`config.mk`:
```
export PLATFORM = sky130hd
export DESIGN_NAME = tofit_target
export DESIGN_NICKNAME = d
export VERILOG_FILES = /design/src/include/tofit_pkg.sv /design/src/core/tofit_fifo.sv /design/src/core/tofit_target.sv
export VERILOG_INCLUDE_DIRS = /design/src /design/src/include
export SDC_FILE = /design/constraint.sdc
export NUM_CORES = 1
export LEC_CHECK = 0
export BUFFER_PORTS_ARGS = -buffer_cell sky130_fd_sc_hd__buf_2
export CAP_MARGIN = 5
export CORE_MARGIN = 2
export CORE_UTILIZATION = 40
export CTS_CLUSTER_DIAMETER = 50
export DETAILED_ROUTE_END_ITERATION = 12
export SKIP_CTS_REPAIR_TIMING = 1
export SLEW_MARGIN = 20
export SYNTH_ARGS = -nofsm -noshare
export SYNTH_HDL_FRONTEND = slang
export SYNTH_SLANG_ARGS = --single-unit
```
`constraint.sdc`:
```
create_clock -name i_mclk -period 3.3 [get_ports i_mclk]
set_clock_uncertainty 0.05 [all_clocks]
set_input_delay 0.33 -clock i_mclk [delete_from_list [all_inputs] [get_ports i_mclk]]
set_output_delay 0.33 -clock i_mclk [all_outputs]
set_load 0.01 [all_outputs]
```
`src/include/tofit_defines.svh`:
```
// Constants of the time-of-flight sensor two-wire target port.
// Assumes inclusion by bare name from the package and from the design files.
`ifndef TOFIT_DEFINES_SVH
`define TOFIT_DEFINES_SVH

// =====================================================================
// Bus address
// Eight-bit form of the target address with the direction bit clear
`define TOFIT_ADDR_WR      8'h52
// Value of the direction bit that selects a controller read
`define TOFIT_DIR_READ     1'h1

// =====================================================================
// Byte framing and index
`define TOFIT_BYTE_BITS    4'h8
`define TOFIT_IDX_RST      16'h0000
`define TOFIT_IDX_STEP     16'h0001

// =====================================================================
// Write buffer
`define TOFIT_FIFO_DEPTH   8
`define TOFIT_WR_WIDTH     24

// =====================================================================
// Timing: highest bit rate the controller may use, and the system clock
`define TOFIT_MAX_RATE_KHZ 1000
`define TOFIT_MCLK_KHZ     100000
// System clock edges per shortest bit period
`define TOFIT_BIT_CYCLES   (`TOFIT_MCLK_KHZ / `TOFIT_MAX_RATE_KHZ)

`endif

```
`src/include/tofit_pkg.sv`:
```
// Types shared by the two-wire target port and its self-checking bench.
// Assumes tofit_defines.svh is on the include path.
`include "tofit_defines.svh"

package tofit_pkg;

  // ===================================================================
  // Protocol states, Gray coded along idle, receive, acknowledge, send
  typedef enum logic [2:0] {
    TOFIT_ST_IDLE = 3'h0,
    TOFIT_ST_RX   = 3'h1,
    TOFIT_ST_ACK  = 3'h3,
    TOFIT_ST_TX   = 3'h2,
    TOFIT_ST_MACK = 3'h6
  } tofit_state_t;

  // ===================================================================
  // Meaning of the byte being received in a message
  typedef enum logic [1:0] {
    TOFIT_ROLE_ADDR   = 2'h0,
    TOFIT_ROLE_IDX_HI = 2'h1,
    TOFIT_ROLE_IDX_LO = 2'h3,
    TOFIT_ROLE_DATA   = 2'h2
  } tofit_role_t;

  // ===================================================================
  // One register write handed to the sensor core
  typedef struct packed {
    logic [15:0] idx;
    logic [7:0]  data;
  } tofit_wr_t;

endpackage

```
`src/core/tofit_fifo.sv`:
```
// Synchronous FIFO with valid/ready on both sides.
// Assumes one clock, synchronous active-low reset, depth a power of two.
module tofit_fifo #(
  parameter int WIDTH = 24,
  parameter int DEPTH = 8
) (
  // Clock and reset
  input  wire logic             i_mclk,
  input  wire logic             i_rst_n,
  // Filling side
  input  wire logic             i_valid,
  output logic                  o_ready,
  input  wire logic [WIDTH-1:0] i_data,
  // Draining side
  output logic                  o_valid,
  input  wire logic             i_ready,
  output logic      [WIDTH-1:0] o_data
);

  localparam int AW = $clog2(DEPTH);

  logic [WIDTH-1:0] mem_q [DEPTH];
  logic [AW-1:0]    wr_ptr_q;
  logic [AW-1:0]    rd_ptr_q;
  logic [AW:0]      count_q;
  logic             push;
  logic             pop;

  // =====================================================================
  // Handshakes; full and empty come straight from the occupancy count
  assign o_ready = (count_q != (AW+1)'(DEPTH));
  assign o_valid = (count_q != '0);
  assign push    = i_valid && o_ready;
  assign pop     = o_valid && i_ready;
  assign o_data  = mem_q[rd_ptr_q];

  // Storage, written only on an accepted push
  always_ff @(posedge i_mclk) begin
    if (push) begin
      mem_q[wr_ptr_q] <= i_data;
    end
  end

  // Pointers and occupancy
  always_ff @(posedge i_mclk) begin
    if (!i_rst_n) begin
      wr_ptr_q <= '0;
      rd_ptr_q <= '0;
      count_q  <= '0;
    end else begin
      if (push) begin
        wr_ptr_q <= wr_ptr_q + 1'b1;
      end
      if (pop) begin
        rd_ptr_q <= rd_ptr_q + 1'b1;
      end
      if (push && !pop) begin
        count_q <= count_q + 1'b1;
      end else if (pop && !push) begin
        count_q <= count_q - 1'b1;
      end
    end
  end

endmodule

```
`src/core/tofit_target.sv`:
```
// Two-wire target port of a multizone time-of-flight sensor.
// Assumes SCL and SDA arrive as raw pins, open-drain SDA resolved outside,
// and a sensor core that looks up o_rd_idx combinationally on i_rd_data.
`include "tofit_defines.svh"

module tofit_target (
  // Clock and reset
  input  wire logic                i_mclk,
  input  wire logic                i_rst_n,
  // Interface select, high also resets the port
  input  wire logic                i_if_sel,
  // Two-wire bus pins
  input  wire logic                i_scl,
  input  wire logic                i_sda,
  output logic                     o_sda,
  output logic                     o_sda_oe,
  // Register writes to the sensor core
  output logic                     o_wr_valid,
  input  wire logic                i_wr_ready,
  output tofit_pkg::tofit_wr_t     o_wr,
  // Register reads from the sensor core
  output logic              [15:0] o_rd_idx,
  input  wire logic         [7:0]  i_rd_data
);

  localparam logic [7:0] ADDR_WR = `TOFIT_ADDR_WR;

  // Address byte decode, shared by the protocol logic and its checks
  function automatic logic addr_match(input logic [7:0] b);
    addr_match = (b[7:1] == ADDR_WR[7:1]);
  endfunction

  // =====================================================================
  // Declarations
  tofit_pkg::tofit_state_t st_q;
  tofit_pkg::tofit_role_t  role_q;
  logic [1:0]  scl_m_q;
  logic [1:0]  sda_m_q;
  logic [1:0]  sel_m_q;
  logic        scl_p_q;
  logic        sda_p_q;
  logic [3:0]  bit_cnt_q;
  logic [7:0]  sr_q;
  logic [15:0] idx_q;
  logic        dir_q;
  logic        mack_q;
  logic        sda_oe_q;
  logic        sda_q;
  logic        rst_l;
  logic        scl_rise;
  logic        scl_fall;
  logic        start;
  logic        stop;
  logic        byte_end;
  logic        ack_end;
  logic        ack_ok;
  logic        load_tx;
  logic        push;
  logic        fifo_in_ready;
  logic        fifo_o_valid;
  logic        fifo_rd_ready;
  logic [23:0] fifo_o_data;
  logic        wr_valid_q;
  tofit_pkg::tofit_wr_t wr_q;

  // =====================================================================
  // Pin synchronisers; idle bus reads high so no false edge at reset
  always_ff @(posedge i_mclk) begin
    if (!i_rst_n) begin
      scl_m_q <= 2'h3;
      sda_m_q <= 2'h3;
      sel_m_q <= 2'h0;
      scl_p_q <= 1'h1;
      sda_p_q <= 1'h1;
    end else begin
      scl_m_q <= {scl_m_q[0], i_scl};
      sda_m_q <= {sda_m_q[0], i_sda};
      sel_m_q <= {sel_m_q[0], i_if_sel};
      scl_p_q <= scl_m_q[1];
      sda_p_q <= sda_m_q[1];
    end
  end

  // Port reset: while select is high the port is held idle
  assign rst_l = !i_rst_n || sel_m_q[1];

  // Bus events seen on the synchronised lines
  assign scl_rise = scl_m_q[1] && !scl_p_q;
  assign scl_fall = !scl_m_q[1] && scl_p_q;
  assign start    = scl_m_q[1] && scl_p_q && sda_p_q && !sda_m_q[1];
  assign stop     = scl_m_q[1] && scl_p_q && !sda_p_q && sda_m_q[1];

  // Byte framing: eighth bit sampled, now at the falling edge
  assign byte_end = scl_fall && (bit_cnt_q == `TOFIT_BYTE_BITS);
  assign ack_end  = scl_fall && (st_q == tofit_pkg::TOFIT_ST_ACK);
  // A full write buffer withholds the acknowledge, which ends the stream
  always_comb begin
    case (role_q)
      tofit_pkg::TOFIT_ROLE_ADDR: ack_ok = addr_match(sr_q);
      tofit_pkg::TOFIT_ROLE_DATA: ack_ok = fifo_in_ready;
      default:                    ack_ok = 1'b1;
    endcase
  end
  // Load the next read byte after address or controller acknowledge
  assign load_tx = (ack_end && role_q == tofit_pkg::TOFIT_ROLE_ADDR && dir_q) ||
                   (scl_fall && st_q == tofit_pkg::TOFIT_ST_MACK && !mack_q);
  assign push    = ack_end && (role_q == tofit_pkg::TOFIT_ROLE_DATA);

  // =====================================================================
  // Protocol state, byte role and bit count
  always_ff @(posedge i_mclk) begin
    if (rst_l) begin
      st_q      <= tofit_pkg::TOFIT_ST_IDLE;
      role_q    <= tofit_pkg::TOFIT_ROLE_ADDR;
      bit_cnt_q <= 4'h0;
    end else if (start) begin
      // A repeated start restarts from the address byte
      st_q      <= tofit_pkg::TOFIT_ST_RX;
      role_q    <= tofit_pkg::TOFIT_ROLE_ADDR;
      bit_cnt_q <= 4'h0;
    end else if (stop) begin
      st_q <= tofit_pkg::TOFIT_ST_IDLE;
    end else begin
      case (st_q)
        tofit_pkg::TOFIT_ST_RX: begin
          if (scl_rise) begin
            bit_cnt_q <= bit_cnt_q + 4'h1;
          end else if (byte_end) begin
            st_q <= ack_ok ? tofit_pkg::TOFIT_ST_ACK : tofit_pkg::TOFIT_ST_IDLE;
          end
        end
        tofit_pkg::TOFIT_ST_ACK: begin
          if (scl_fall) begin
            bit_cnt_q <= 4'h0;
            if (load_tx) begin
              st_q   <= tofit_pkg::TOFIT_ST_TX;
              role_q <= tofit_pkg::TOFIT_ROLE_DATA;
            end else begin
              // Index high byte, then low byte, then data
              st_q <= tofit_pkg::TOFIT_ST_RX;
              case (role_q)
                tofit_pkg::TOFIT_ROLE_ADDR:   role_q <= tofit_pkg::TOFIT_ROLE_IDX_HI;
                tofit_pkg::TOFIT_ROLE_IDX_HI: role_q <= tofit_pkg::TOFIT_ROLE_IDX_LO;
                default:                      role_q <= tofit_pkg::TOFIT_ROLE_DATA;
              endcase
            end
          end
        end
        tofit_pkg::TOFIT_ST_TX: begin
          if (scl_rise) begin
            bit_cnt_q <= bit_cnt_q + 4'h1;
          end else if (byte_end) begin
            st_q <= tofit_pkg::TOFIT_ST_MACK;
          end
        end
        tofit_pkg::TOFIT_ST_MACK: begin
          if (scl_fall) begin
            // Controller not-acknowledge ends the read
            st_q      <= load_tx ? tofit_pkg::TOFIT_ST_TX : tofit_pkg::TOFIT_ST_IDLE;
            bit_cnt_q <= 4'h0;
          end
        end
        default: st_q <= tofit_pkg::TOFIT_ST_IDLE;
      endcase
    end
  end

  // Direction bit of the address byte, kept for the whole message
  always_ff @(posedge i_mclk) begin
    if (rst_l) begin
      dir_q <= 1'b0;
    end else if (byte_end && st_q == tofit_pkg::TOFIT_ST_RX && role_q == tofit_pkg::TOFIT_ROLE_ADDR) begin
      dir_q <= (sr_q[0] == `TOFIT_DIR_READ);
    end
  end

  // Controller acknowledge, sampled in its slot
  always_ff @(posedge i_mclk) begin
    if (rst_l) begin
      mack_q <= 1'b1;
    end else if (scl_rise && st_q == tofit_pkg::TOFIT_ST_MACK) begin
      mack_q <= sda_m_q[1];
    end
  end

  // =====================================================================
  // Serial/parallel register: shift in on rise, load and shift out on fall
  always_ff @(posedge i_mclk) begin
    if (rst_l || start) begin
      sr_q <= 8'h00;
    end else if (scl_rise && st_q == tofit_pkg::TOFIT_ST_RX) begin
      sr_q <= {sr_q[6:0], sda_m_q[1]};
    end else if (load_tx) begin
      sr_q <= i_rd_data;
    end else if (scl_fall && st_q == tofit_pkg::TOFIT_ST_TX && !byte_end) begin
      sr_q <= {sr_q[6:0], 1'b0};
    end
  end

  // Register index: loaded high byte first, advanced after each acknowledged write byte and each read byte
  always_ff @(posedge i_mclk) begin
    if (rst_l) begin
      idx_q <= `TOFIT_IDX_RST;
    end else if (ack_end && role_q == tofit_pkg::TOFIT_ROLE_IDX_HI) begin
      idx_q[15:8] <= sr_q;
    end else if (ack_end && role_q == tofit_pkg::TOFIT_ROLE_IDX_LO) begin
      idx_q[7:0] <= sr_q;
    end else if (push || (byte_end && st_q == tofit_pkg::TOFIT_ST_TX)) begin
      idx_q <= idx_q + `TOFIT_IDX_STEP;
    end
  end

  // =====================================================================
  // SDA drive: only ever pulled low, changed just after SCL falls, cleared at once by start, stop or port reset
  always_ff @(posedge i_mclk) begin
    if (rst_l || start || stop) begin
      sda_oe_q <= 1'b0;
    end else if (byte_end && st_q == tofit_pkg::TOFIT_ST_RX) begin
      sda_oe_q <= ack_ok;
    end else if (load_tx) begin
      sda_oe_q <= !i_rd_data[7];
    end else if (scl_fall && st_q == tofit_pkg::TOFIT_ST_TX) begin
      sda_oe_q <= byte_end ? 1'b0 : !sr_q[6];
    end else if (scl_fall) begin
      sda_oe_q <= 1'b0;
    end
  end

  // Driven level is always low; the pull-up makes the high
  always_ff @(posedge i_mclk) begin
    sda_q <= 1'b0;
  end

  // =====================================================================
  // Write buffer; data is stored once its acknowledge slot ends
  tofit_fifo #(
    .WIDTH (`TOFIT_WR_WIDTH),
    .DEPTH (`TOFIT_FIFO_DEPTH)
  ) u_fifo (
    .i_mclk  (i_mclk),
    .i_rst_n (i_rst_n),
    .i_valid (push),
    .o_ready (fifo_in_ready),
    .i_data  ({idx_q, sr_q}),
    .o_valid (fifo_o_valid),
    .i_ready (fifo_rd_ready),
    .o_data  (fifo_o_data)
  );

  // Output stage keeps the core-facing write port on flip-flops
  assign fifo_rd_ready = !wr_valid_q || i_wr_ready;
  always_ff @(posedge i_mclk) begin
    if (!i_rst_n) begin
      wr_valid_q <= 1'b0;
      wr_q       <= '0;
    end else if (fifo_rd_ready) begin
      wr_valid_q <= fifo_o_valid;
      if (fifo_o_valid) begin
        wr_q <= fifo_o_data;
      end
    end
  end

  assign o_sda      = sda_q;
  assign o_sda_oe   = sda_oe_q;
  assign o_wr_valid = wr_valid_q;
  assign o_wr       = wr_q;
  assign o_rd_idx   = idx_q;
endmodule

```
==> reports/summary.log, run 1 <==
INFO  run_status     run_status=finished, violations left
INFO  run_status     violated_checks=negative hold slack
INFO  layout         antenna_cells=0
INFO  sta            transition_at_the_pin_with_the_smallest_max_transition_slack=825ps
INFO  cts            cts_tree=yes
INFO  drt            ant_nets=0
INFO  place          hpwlAfterDp=14900um
INFO  synthesis      postSynthCellCount=752
INFO  cts            worst_setup_hold_path_clk_slew=50ps
INFO  synthesis      synth_ff_type=sky130_fd_sc_hd__edfxtp_1
INFO  critical_path  critical_path.cell_chain=nand3b_1 -> a2111oi_4 -> ha_1 -> inv_1 -> ha_1 -> a21o_1 -> a21oi_1 -> xnor2_1 -> or3_1 -> a21boi_0
INFO  sta            finalWorstPathRequiredPeriod=2810ps
INFO  power_and_ir_drop ir_worst_vdd=563uV
INFO  sta            fmax=355MHz
INFO  cts            root_buffer=sky130_fd_sc_hd__clkbuf_16
INFO  cts            htree_num_levels=2
INFO  synthesis      postSynthRegisterBits=271
INFO  sta            whs=-2.61ps
INFO  critical_path  critical_path_capture_point_type=flop
INFO  place          numPortBuffers=55
INFO  die            die_width=172um
INFO  critical_path  timing.critical_path.arrival=3180ps
INFO  critical_path  worstPathBufferInverterCount=1
INFO  synthesis      synthArstFlopShare=0
INFO  layout         area_growth_syn_to_layout=17.0%
INFO  synthesis      synth.yosys.seq_area_share=0.654
INFO  run            max-cap-violations=0
INFO  worst_hold_path min-delay-path-class=primary input to flop
INFO  die            io-pin-count=57
INFO  critical_path  cp_max_fo=10
INFO  critical_path  start_kind=flop
INFO  die            initial_cell_density_of_the_core=0.406
INFO  synthesis      synth_nets=775
INFO  global_routing grt_start_max_net_pins=52
INFO  place          gp_congestion=0.853
INFO  critical_path  crit_path_leading_delay_family=compound AO/OA/AOI/OAI gates
INFO  die            dieHeight=172um
INFO  cts            cts.sink_count=271
INFO  synthesis      synthesis.area=11200um^2
INFO  synthesis      synth_warn=0
INFO  place          place_inst=1169
INFO  sta            timing.final.crit_share=0.852
INFO  critical_path  timing_worst_setup_path_type=flop to flop
INFO  layout         final_non_filler_cells=1231
INFO  global_routing global_route.overflow_total=0
INFO  global_routing global_route_wire_length_before_repair=37200um
INFO  critical_path  cp_common_cell=sky130_fd_sc_hd__ha_1
INFO  sta            worst_slew_margin_rel=0.446
INFO  sta            timing.final.max_slew_violations=0
INFO  drt            via_per_inst=5.36
INFO  cts            clock_buffer_count_from_cts=34
INFO  critical_path  crit_required=3670ps
INFO  layout         seqCellArea=7350um^2
INFO  synthesis      synth.distinct_cells=73
INFO  cts            worstSkewPairLatency=510ps
INFO  critical_path  critical_path_cell_count=10
INFO  layout         most_common_library_cell_in_the_layout_ignoring_fill_and_taps=sky130_fd_sc_hd__edfxtp_1
INFO  drt            remaining_drc_errors=0
INFO  die            core-area=27700um^2
INFO  layout         fraction_of_final_layout_cells_sized_beyond_drive_strength_1=0.247
INFO  critical_path  reg2reg_slack=490ps
INFO  synthesis      number_of_enable_type_register_cells_in_the_synthesized_netlist=192
INFO  cts            clockBufferDepth=3
INFO  global_routing initial_antenna_violation_count=0
INFO  layout         final_nets=852
INFO  layout         area_used_by_multi_input_combinational_logic=3660um^2
INFO  layout         n_fill_cell=2438
INFO  drt            vias=6603
INFO  drt            drt_iter0_drc=483
INFO  sta            setup_repair_after_global_routing_missed_its_margin=false
INFO  drt            first_pass_iters=5
INFO  sta            totalNegativeSetupSlack=0ps
INFO  drt            avgRoutedWirePerCell=19.7um
INFO  global_routing grt_use_total=0.167
INFO  drt            routed_wirelength=24200um
INFO  power_and_ir_drop power_density=694nW/um^2
INFO  critical_path  slowest_stage=sky130_fd_sc_hd__dfxtp_1
INFO  critical_path  reg2regPathDepth=10
INFO  critical_path  worst_path_largest_cell_delay=470ps
INFO  layout         layout.cells.most_common_list=192 x sky130_fd_sc_hd__edfxtp_1, 77 x sky130_fd_sc_hd__dfxtp_1, 70 x sky130_fd_sc_hd__nand2_1
INFO  power_and_ir_drop p_leak=0.00439uW
INFO  sta            finalHoldViolations=1
INFO  sta            setup_violations_final=0
INFO  synthesis      post_synthesis_mean_instance_area=14.9um^2
INFO  die            rows=61
INFO  die            floorplan.die_area=29500um^2
INFO  worst_hold_path whs_path_depth=2
INFO  global_routing grt_pass1_vias=6441
## report_power, final
part           switching [uW]  internal, uW
Sequential                240          3790
Combinational             780           764
Clock                    1370          2200
Total                    2390          6750
## sequential cells by signal (all words and copies together), names as in the netlist
name,count
mack_q,1
sr_q,8
st_q,3
dir_q,1
o_sda_oe,1
bit_cnt_q,4
scl_p_q,1
u_fifo.mem_q,192
u_fifo.rd_ptr_q,3
sda_m_q,2
o_wr_valid,1
o_rd_idx,16
u_fifo.wr_ptr_q,3
role_q,2
sda_p_q,1
o_wr,24
u_fifo.count_q,4
scl_m_q,2
sel_m_q,2
## cells in the mapped netlist (3+ instances only)
| master | count | area share |
|---|---|---|
| sky130_fd_sc_hd__edfxtp_1 | 192 | 0.51 |
| sky130_fd_sc_hd__dfxtp_1 | 79 | 0.14 |
| sky130_fd_sc_hd__nand2_1 | 70 | 0.023 |
| sky130_fd_sc_hd__mux4_2 | 48 | 0.096 |
| sky130_fd_sc_hd__nor2_1 | 32 | 0.011 |
| sky130_fd_sc_hd__mux2i_1 | 29 | 0.026 |
| sky130_fd_sc_hd__o211a_1 | 25 | 0.022 |
| sky130_fd_sc_hd__o21ai_0 | 22 | 0.0098 |
| sky130_fd_sc_hd__nand2b_1 | 18 | 0.010 |
| sky130_fd_sc_hd__a31oi_1 | 17 | 0.0095 |
| sky130_fd_sc_hd__clkbuf_1 | 15 | 0.0050 |
| sky130_fd_sc_hd__buf_2 | 14 | 0.0062 |
| sky130_fd_sc_hd__a21oi_1 | 13 | 0.0058 |
| sky130_fd_sc_hd__nand3_1 | 13 | 0.0058 |
| sky130_fd_sc_hd__nor2b_1 | 10 | 0.0056 |
| sky130_fd_sc_hd__inv_1 | 9 | 0.0030 |
| sky130_fd_sc_hd__o21ai_1 | 9 | 0.0040 |
| sky130_fd_sc_hd__and2_1 | 8 | 0.0045 |
| sky130_fd_sc_hd__ha_1 | 8 | 0.0089 |
| sky130_fd_sc_hd__nor3_1 | 7 | 0.0031 |
| sky130_fd_sc_hd__a32o_1 | 6 | 0.0053 |
| sky130_fd_sc_hd__buf_1 | 6 | 0.0020 |
| sky130_fd_sc_hd__buf_4 | 5 | 0.0033 |
| sky130_fd_sc_hd__nand4_1 | 5 | 0.0028 |
| sky130_fd_sc_hd__nor4_1 | 5 | 0.0028 |
| sky130_fd_sc_hd__o31ai_1 | 5 | 0.0033 |
| sky130_fd_sc_hd__or3_1 | 5 | 0.0028 |
| sky130_fd_sc_hd__xnor2_1 | 5 | 0.0039 |
| sky130_fd_sc_hd__buf_6 | 4 | 0.0040 |
| sky130_fd_sc_hd__nor3b_1 | 4 | 0.0027 |
| sky130_fd_sc_hd__o211ai_1 | 4 | 0.0027 |
| sky130_fd_sc_hd__a21o_1 | 3 | 0.0020 |
| sky130_fd_sc_hd__a22oi_1 | 3 | 0.0020 |
| sky130_fd_sc_hd__nor4bb_1 | 3 | 0.0027 |
| sky130_fd_sc_hd__o21a_1 | 3 | 0.0020 |
## metal layers
layer / share of wire / GRT usage
met2: 0.49 / 0.283
met1: 0.44 / 0.220
met3: 0.045 / 0.0281
met5: 0 / 0
met4: 0.020 / 0.0483
## final timing paths
path | to | startpoint
worst max-delay path | u_fifo.count_q[3] | scl_p_q
worst min-delay path | sel_m_q[0] | i_if_sel
worst max register to register | u_fifo.count_q[3] | scl_p_q
worst min register to register | scl_m_q[1] | scl_m_q[0]
## cell families (layout without fill, tap and decap cells)
group,count (synthesis),after routing,share of synthesized area
AOI/OAI and AO/OA,134,134,0.0896
xor gates and xnor gates,7,7,0.00546
adders and majority gates,9,9,0.0107
buffers and inverters,55,156,0.0244
DFF,271,271,0.654
muxes,77,77,0.122
other,1,1,0.000334
and+or+nand+nor,198,198,0.0936
## per-stage QoR
stage	setup slack, ps	cell area, um^2	power (uW)	util	hold WS (ps)
2_1_floorplan	455	11200	5220	-	336
3_3_place_gp	576	12100	5660	0.435	342
3_5_place_dp	519	12100	5680	0.435	347
4_1_cts	486	13100	9260	0.474	-53.9
5_1_grt	283	13200	9540	0.475	12.7
6_report	487	13200	9130	0.475	-2.61
## final cells by class
type / count / share of cell area
Multi-Input combinational cell: 426 / 0.278
Clock inverter: 17 / 0.0123
Timing Repair Buffer: 86 / 0.0419
Clock buffer: 43 / 0.0696
Tap cell: 378 / 0.0360
Sequential cell: 271 / 0.559
Inverter: 10 / 0.00285
Note: power is estimated with default switching activity, not from simulation.
==> run 2: changes to the inputs <==
Settings changed: SYNTH_HIERARCHICAL from default to 1.
==> reports/summary.log, run 2 <==
INFO  synthesis      netlist_top_cells_area=sky130_fd_sc_hd__edfxtp_1 51%, sky130_fd_sc_hd__dfxtp_1 14%, sky130_fd_sc_hd__mux4_2 9.5% [was sky130_fd_sc_hd__edfxtp_1 51%, sky130_fd_sc_hd__dfxtp_1 14%, sky130_fd_sc_hd__mux4_2 9.6%]
INFO  critical_path  crit_required=3730ps [was 3670 ps]
INFO  synthesis      ranking_of_synthesized_cells_by_instance_count=192 x sky130_fd_sc_hd__edfxtp_1, 82 x sky130_fd_sc_hd__dfxtp_1, 77 x sky130_fd_sc_hd__nand2_1 [was 192 x sky130_fd_sc_hd__edfxtp_1, 79 x sky130_fd_sc_hd__dfxtp_1, 70 x sky130_fd_sc_hd__nand2_1]
INFO  power_and_ir_drop p_comb_frac=0.041 [was 0.169]
INFO  synthesis      share_of_yosys_cell_area_claimed_by_the_top_area_cell_type=0.509 [was 0.513]
INFO  place          hpwlAfterDp=14700um [was 14900 um]
INFO  die            die_width=172um [about the same]
INFO  place          gp_congestion=0.807 [was 0.853]
INFO  synthesis      synth_nets=792 [was 775]
INFO  synthesis      synthesis.area=11300um^2 [was 11200 um^2]
INFO  sta            fmax=343MHz [was 355 MHz]
INFO  cts            root_buffer=sky130_fd_sc_hd__clkbuf_16 [unchanged]
INFO  drt            first_pass_iters=5 [unchanged]
INFO  run_status     run_status=finished, final reports clean [was finished, violations left]
INFO  global_routing grt_start_max_net_pins=47 [was 52]
INFO  power_and_ir_drop power_report.internal_total=6100uW [was 6750 uW]
INFO  sta            whs=41.2ps [was -2.61 ps]
INFO  global_routing initial_antenna_violation_count=0 [unchanged]
INFO  synthesis      synth.distinct_cells=71 [was 73]
INFO  drt            routed_wirelength=24200um [about the same]
INFO  layout         largest_register=u_fifo/mem_q [was u_fifo.mem_q]
INFO  synthesis      synthArstFlopShare=0 [unchanged]
INFO  layout         most_common_library_cell_in_the_layout_ignoring_fill_and_taps=sky130_fd_sc_hd__edfxtp_1 [unchanged]
INFO  drt            vias=6588 [was 6603]
INFO  sta            transition_at_the_pin_with_the_smallest_max_transition_slack=992ps [was 825 ps]
INFO  global_routing global_route_wire_length_before_repair=38100um [was 37200 um]
INFO  sta            timing.final.max_slew_violations=0 [unchanged]
INFO  cts            worst_setup_hold_path_clk_slew=60ps [was 50 ps]
INFO  worst_hold_path min-delay-path-class=primary input to flop [unchanged]
INFO  global_routing grt_pass1_vias=6546 [was 6441]
INFO  die            floorplan.die_area=29700um^2 [was 29500 um^2]
INFO  power_and_ir_drop ir_worst_vdd=464uV [was 563 uV]
INFO  die            initial_cell_density_of_the_core=0.407 [was 0.406]
INFO  critical_path  timing_worst_setup_path_type=flop to flop [unchanged]
INFO  synthesis      synth.yosys.seq_area_share=0.654 [about the same]
INFO  layout         post-route-util=0.476 [was 0.475]
INFO  synthesis      number_of_enable_type_register_cells_in_the_synthesized_netlist=192 [unchanged]
INFO  layout         largest_reg_flops=192 [unchanged]
INFO  drt            avgRoutedWirePerCell=19.4um [was 19.7 um]
INFO  power_and_ir_drop p_leak=0.00430uW [was 0.00439 uW]
INFO  power_and_ir_drop power_frac_clock=0.473 [was 0.390]
INFO  global_routing global_route.overflow_total=0 [unchanged]
INFO  cts            worstSkewPairLatency=550ps [was 510 ps]
INFO  critical_path  worst_path_largest_cell_delay=480ps [was 470 ps]
INFO  run            max-cap-violations=0 [unchanged]
INFO  place          numPortBuffers=55 [unchanged]
INFO  sta            worst_slew_margin_rel=0.338 [was 0.446]
INFO  global_routing grt_use_total=0.169 [was 0.167]
INFO  layout         fraction_of_final_layout_cells_sized_beyond_drive_strength_1=0.268 [was 0.247]
INFO  layout         layout.cells.most_common_list=192 x sky130_fd_sc_hd__edfxtp_1, 80 x sky130_fd_sc_hd__dfxtp_1, 77 x sky130_fd_sc_hd__nand2_1 [was 192 x sky130_fd_sc_hd__edfxtp_1, 77 x sky130_fd_sc_hd__dfxtp_1, 70 x sky130_fd_sc_hd__nand2_1]
INFO  drt            drt_iter0_drc=534 [was 483]
INFO  synthesis      synth_most_common_cell=sky130_fd_sc_hd__edfxtp_1 [unchanged]
INFO  layout         stdcell_area=13300um^2 [was 13200 um^2]
INFO  layout         antenna_cells=0 [unchanged]
INFO  power_and_ir_drop power.share.switching=0.212 [was 0.261]
INFO  synthesis      synth_ff_type=sky130_fd_sc_hd__edfxtp_1 [unchanged]
INFO  synthesis      postSynthCellCount=769 [was 752]
INFO  die            io-pin-count=57 [unchanged]
INFO  layout         area_growth_syn_to_layout=17.2% [was 17.0%]
INFO  sta            finalWorstPathRequiredPeriod=2910ps [was 2810 ps]
INFO  drt            ant_nets=0 [unchanged]
INFO  critical_path  critical_path_capture_point_type=flop [unchanged]
INFO  cts            cts_tree=yes [unchanged]
INFO  synthesis      post_synthesis_mean_instance_area=14.7um^2 [was 14.9 um^2]
INFO  cts            clock_buffer_count_from_cts=30 [was 34]
INFO  critical_path  critical_path.cell_chain=nand3b_1 -> nor2_2 -> nand2_1 -> nor2_2 -> nand2_4 -> inv_1 -> ha_1 -> inv_1 -> ha_1 -> a21oi_1 -> a211oi_1 -> a31oi_1 -> mux2i_1 [was nand3b_1 -> a2111oi_4 -> ha_1 -> inv_1 -> ha_1 -> a21o_1 -> a21oi_1 -> xnor2_1 -> or3_1 -> a21boi_0]
INFO  synthesis      synth_top_cell_by_area=sky130_fd_sc_hd__edfxtp_1 [unchanged]
INFO  die            core-area=27900um^2 [was 27700 um^2]
INFO  cts            htree_num_levels=1 [was 2]
INFO  power_and_ir_drop share_seq_of_total_power=0.486 [was 0.441]
INFO  place          place_worst_setup_slack=268ps [was 519 ps]
INFO  place          placed_cell_area=12100um^2 [about the same]
INFO  critical_path  start_kind=flop [unchanged]
INFO  critical_path  cp_max_fo=10 [unchanged]
INFO  die            dieHeight=172um [about the same]
INFO  die            rows=61 [unchanged]
INFO  sta            setup_violations_final=0 [unchanged]
INFO  sta            setup_repair_after_global_routing_missed_its_margin=false [unchanged]
INFO  sta            timing.final.crit_share=0.883 [was 0.852]
INFO  power_and_ir_drop switchingPower=1640uW [was 2390 uW]
INFO  sta            layout_setup_ws=387ps [was 487 ps]
INFO  synthesis      postSynthRegisterBits=274 [was 271]
INFO  drt            remaining_drc_errors=0 [unchanged]
INFO  critical_path  slowest_stage=sky130_fd_sc_hd__dfxtp_1 [unchanged]
INFO  drt            via_per_inst=5.28 [was 5.36]
INFO  power_and_ir_drop power_density=583nW/um^2 [was 694 nW/um^2]
INFO  cts            cts.sink_count=274 [was 271]
INFO  cts            clockBufferDepth=3 [unchanged]
INFO  sta            finalHoldViolations=0 [was 1]
INFO  synthesis      synth_warn=6 [was 0]
INFO  critical_path  timing.critical_path.arrival=3340ps [was 3180 ps]
INFO  layout         final_nets=868 [was 852]
run 2: layout make-up:
cell class                      count  area [um^2]
Multi-Input combinational cell    447         3730
Clock inverter                     21          325
Timing Repair Buffer               83          518
Clock buffer                       35          779
Tap cell                          378          473
Sequential cell                   274         7410
Inverter                            9         33.8
Fill cell                        2412        14600
run 2: cell families (layout without fill, tap and decap cells):
family,after synthesis,after routing,synth area share
DFF,274,274,0.654
and+or+nand+nor,216,216,0.0967
adders and majority gates,9,9,0.0106
muxes,85,85,0.135
AOI/OAI and AO/OA,129,129,0.0766
buffers and inverters,48,148,0.0214
xor gates and xnor gates,7,7,0.00541
other,1,1,0.000331
run 2: power groups by stage:
| stage | Combinational (uW) | Sequential [uW] | Clock [uW] |
|---|---|---|---|
| 2_1_floorplan | 200 | 3840 | 0 |
| 3_3_place_gp | 312 | 3830 | 0 |
| 3_5_place_dp | 310 | 3830 | 0 |
| 4_1_cts | 312 | 3760 | 3740 |
| 5_1_grt | 353 | 3770 | 3870 |
| 6_report | 316 | 3760 | 3660 |
run 2: per-layer routing:
layer  share of wire  up-vias  global-route usage
met4           0.018        0              0.0391
met1            0.46     3282               0.237
met3           0.048       39              0.0309
met2            0.47      148               0.276
li1                -     3119                   -
met5               0        -                   0
run 2: worst paths after layout:
path | from | endpoint | slack [ps] | cells after the start
setup reg to reg | st_q[1] | u_fifo/count_q[3] | 390 | 13
hold / removal | i_rd_data[4] | sr_q[4] | 40 | 3
hold reg to reg | sda_m_q[0] | sda_m_q[1] | 360 | 1
setup / recovery | st_q[1] | u_fifo/count_q[3] | 390 | 13
run 2: stage by stage:
stage,total power (uW),setup TNS [ps],cells
after detailed placement,4140,0,1188
after CTS,7810,0,1244
after global placement,4140,0,1188
final,7730,0,1247
after floorplan,4040,-16230,769
after global routing,8000,0,1247
run 2: worst max-delay path, delay by kind of cell (launching register included):
family,cells,cell delay [ps]
muxes,1,190
AOI/OAI and AO/OA,3,480
and+or+nand+nor,5,980
adders and majority gates,2,490
buffers and inverters,2,170
DFF,1,480
==> run 3: changes to the inputs <==
Settings changed: CORE_ASPECT_RATIO from default to 1.4.
==> reports/summary.log, run 3 (synthesized netlist as in run 2, its figures left out) <==
INFO  power_and_ir_drop p_total=7150uW [was 7730 uW]
INFO  sta            timing.final.max_slew_violations=0 [unchanged]
INFO  layout         most_common_library_cell_in_the_layout_ignoring_fill_and_taps=sky130_fd_sc_hd__edfxtp_1 [unchanged]
INFO  die            die_width=146um [was 172 um]
INFO  die            dieHeight=203um [was 172 um]
INFO  power_and_ir_drop ir_worst_vdd=423uV [was 464 uV]
INFO  run_status     run_status=finished, final reports clean [unchanged]
INFO  global_routing global_route.overflow_total=0 [unchanged]
INFO  layout         final_nets=868 [unchanged]
INFO  worst_hold_path min-delay-path-class=primary input to flop [unchanged]
INFO  power_and_ir_drop switchingPower=1540uW [was 1640 uW]
INFO  die            rows=72 [was 61]
INFO  drt            via_per_inst=5.39 [was 5.28]
INFO  sta            totalNegativeSetupSlack=0ps [unchanged]
INFO  cts            cts.sink_count=274 [unchanged]
INFO  layout         fraction_of_final_layout_cells_sized_beyond_drive_strength_1=0.256 [was 0.268]
INFO  drt            routed_wirelength=24300um [was 24200 um]
INFO  global_routing initial_antenna_violation_count=0 [unchanged]
INFO  global_routing global_route_wire_length_before_repair=38300um [was 38100 um]
INFO  drt            vias=6673 [was 6588]
INFO  critical_path  critical_path_capture_point_type=flop [unchanged]
INFO  cts            root_buffer=sky130_fd_sc_hd__clkbuf_16 [unchanged]
INFO  sta            worst_slew_margin_rel=0.409 [was 0.338]
INFO  layout         largest_register=u_fifo/mem_q [unchanged]
INFO  layout         layout.cells.most_common_list=192 x sky130_fd_sc_hd__edfxtp_1, 80 x sky130_fd_sc_hd__dfxtp_1, 77 x sky130_fd_sc_hd__nand2_1 [unchanged]
INFO  global_routing grt_start_max_net_pins=47 [unchanged]
INFO  sta            finalWorstPathRequiredPeriod=2940ps [was 2910 ps]
INFO  power_and_ir_drop power_density=547nW/um^2 [was 583 nW/um^2]
INFO  critical_path  cp_max_fo=10 [unchanged]
INFO  place          numPortBuffers=55 [unchanged]
INFO  cts            worst_setup_hold_path_clk_slew=60ps [about the same]
INFO  cts            cts_tree=yes [unchanged]
INFO  sta            setup_violations_final=0 [unchanged]
INFO  drt            ant_nets=0 [unchanged]
INFO  power_and_ir_drop share_seq_of_total_power=0.526 [was 0.486]
INFO  power_and_ir_drop power_report.internal_total=5610uW [was 6100 uW]
INFO  power_and_ir_drop p_leak=0.00422uW [was 0.00430 uW]
INFO  die            core-area=27700um^2 [was 27900 um^2]
INFO  die            floorplan.die_area=29700um^2 [about the same]
INFO  sta            fmax=340MHz [was 343 MHz]
INFO  sta            transition_at_the_pin_with_the_smallest_max_transition_slack=887ps [was 992 ps]
INFO  power_and_ir_drop power_frac_clock=0.431 [was 0.473]
INFO  global_routing grt_use_total=0.165 [was 0.169]
INFO  layout         area_growth_syn_to_layout=15.4% [was 17.2%]
INFO  drt            drt_iter0_drc=357 [was 534]
INFO  global_routing grt_pass1_vias=6847 [was 6546]
INFO  layout         largest_reg_flops=192 [unchanged]
INFO  critical_path  timing_worst_setup_path_type=flop to flop [unchanged]
INFO  die            io-pin-count=57 [unchanged]
INFO  place          gp_congestion=0.854 [was 0.807]
INFO  run            max-cap-violations=0 [unchanged]
INFO  power_and_ir_drop p_comb_frac=0.043 [was 0.041]
INFO  sta            setup_repair_after_global_routing_missed_its_margin=false [unchanged]
INFO  cts            clockBufferDepth=3 [unchanged]
INFO  critical_path  crit_required=3710ps [was 3730 ps]
INFO  critical_path  start_kind=flop [unchanged]
INFO  cts            clock_buffer_count_from_cts=28 [was 30]
INFO  drt            first_pass_iters=4 [was 5]
INFO  die            initial_cell_density_of_the_core=0.408 [was 0.407]
INFO  place          hpwlAfterDp=15100um [was 14700 um]
INFO  cts            worstSkewPairLatency=530ps [was 550 ps]
INFO  sta            finalHoldViolations=0 [unchanged]
INFO  cts            htree_num_levels=1 [unchanged]
INFO  drt            remaining_drc_errors=0 [unchanged]
INFO  critical_path  timing.critical_path.arrival=3350ps [was 3340 ps]
INFO  sta            timing.final.crit_share=0.892 [was 0.883]
INFO  layout         antenna_cells=0 [unchanged]
INFO  power_and_ir_drop power.share.switching=0.215 [was 0.212]
INFO  drt            avgRoutedWirePerCell=19.7um [was 19.4 um]
run 3: cell types whose count changed in the layout (fill, tap and decap cells not counted), moves of 2 or more:
cell / change
sky130_fd_sc_hd__bufinv_16: -5
sky130_fd_sc_hd__clkinv_1: +5
sky130_fd_sc_hd__clkbuf_1: +3
sky130_fd_sc_hd__buf_4: +2
sky130_fd_sc_hd__inv_6: -2
run 3: area by class of cell:
type	instances	area [um^2]
inverters	9	33.8
fillers	2543	14700
flip-flops and latches	274	7410
clock inverters	16	150
well taps	370	463
repair buffers	85	533
clock buffers	36	752
multi-input cells	447	3730
run 3: layer usage:
metal	global-route usage	routed length, um	vias up
li1	-	-	3115
met1	0.202	9950	3358
met2	0.299	12600	153
met3	0.0249	1060	47
met4	0.0537	676	0
met5	0	0	-
run 3: power groups by stage:
| stage | logic [uW] | registers [uW] | clock network, uW |
|---|---|---|---|
| floorplan | 200 | 3840 | 0 |
| global placement | 310 | 3830 | 0 |
| detailed placement | 309 | 3830 | 0 |
| CTS | 310 | 3760 | 3150 |
| global route | 345 | 3770 | 3280 |
| finish | 308 | 3760 | 3080 |
run 3: worst max-delay path, stage by stage (launching register included):
cell	delay, ps
sky130_fd_sc_hd__dfxtp_1	470
sky130_fd_sc_hd__nand3b_1	220
sky130_fd_sc_hd__nor2_1	270
sky130_fd_sc_hd__nand2_1	130
sky130_fd_sc_hd__nor2_2	230
sky130_fd_sc_hd__nand2_4	140
sky130_fd_sc_hd__inv_1	80
sky130_fd_sc_hd__ha_1	170
sky130_fd_sc_hd__inv_1	100
sky130_fd_sc_hd__ha_1	330
sky130_fd_sc_hd__a21oi_1	200
sky130_fd_sc_hd__a211oi_1	100
sky130_fd_sc_hd__a31oi_1	190
sky130_fd_sc_hd__mux2i_1	200
run 3: through the flow:
step | instances | hold WS [ps] | instance area (um^2) | util | setup slack (ps)
finish | 1237 | 54.7 | 13100 | 0.471 | 358
global placement | 1182 | 348 | 12100 | 0.437 | 344
global route | 1237 | 65.0 | 13100 | 0.471 | 61.8
CTS | 1234 | -47.7 | 13000 | 0.470 | 243
detailed placement | 1182 | 348 | 12100 | 0.437 | 267
floorplan | 769 | 336 | 11300 | - | -225
run 3: final timing paths:
| path | endpoint | start | slack (ps) | cells after the start |
|---|---|---|---|---|
| worst min register to register | sda_m_q[1] | sda_m_q[0] | 350 | 1 |
| worst max-delay path | u_fifo/count_q[3] | st_q[1] | 360 | 13 |
| worst max register to register | u_fifo/count_q[3] | st_q[1] | 360 | 13 |
| worst min-delay path | sr_q[0] | i_rd_data[0] | 50 | 3 |
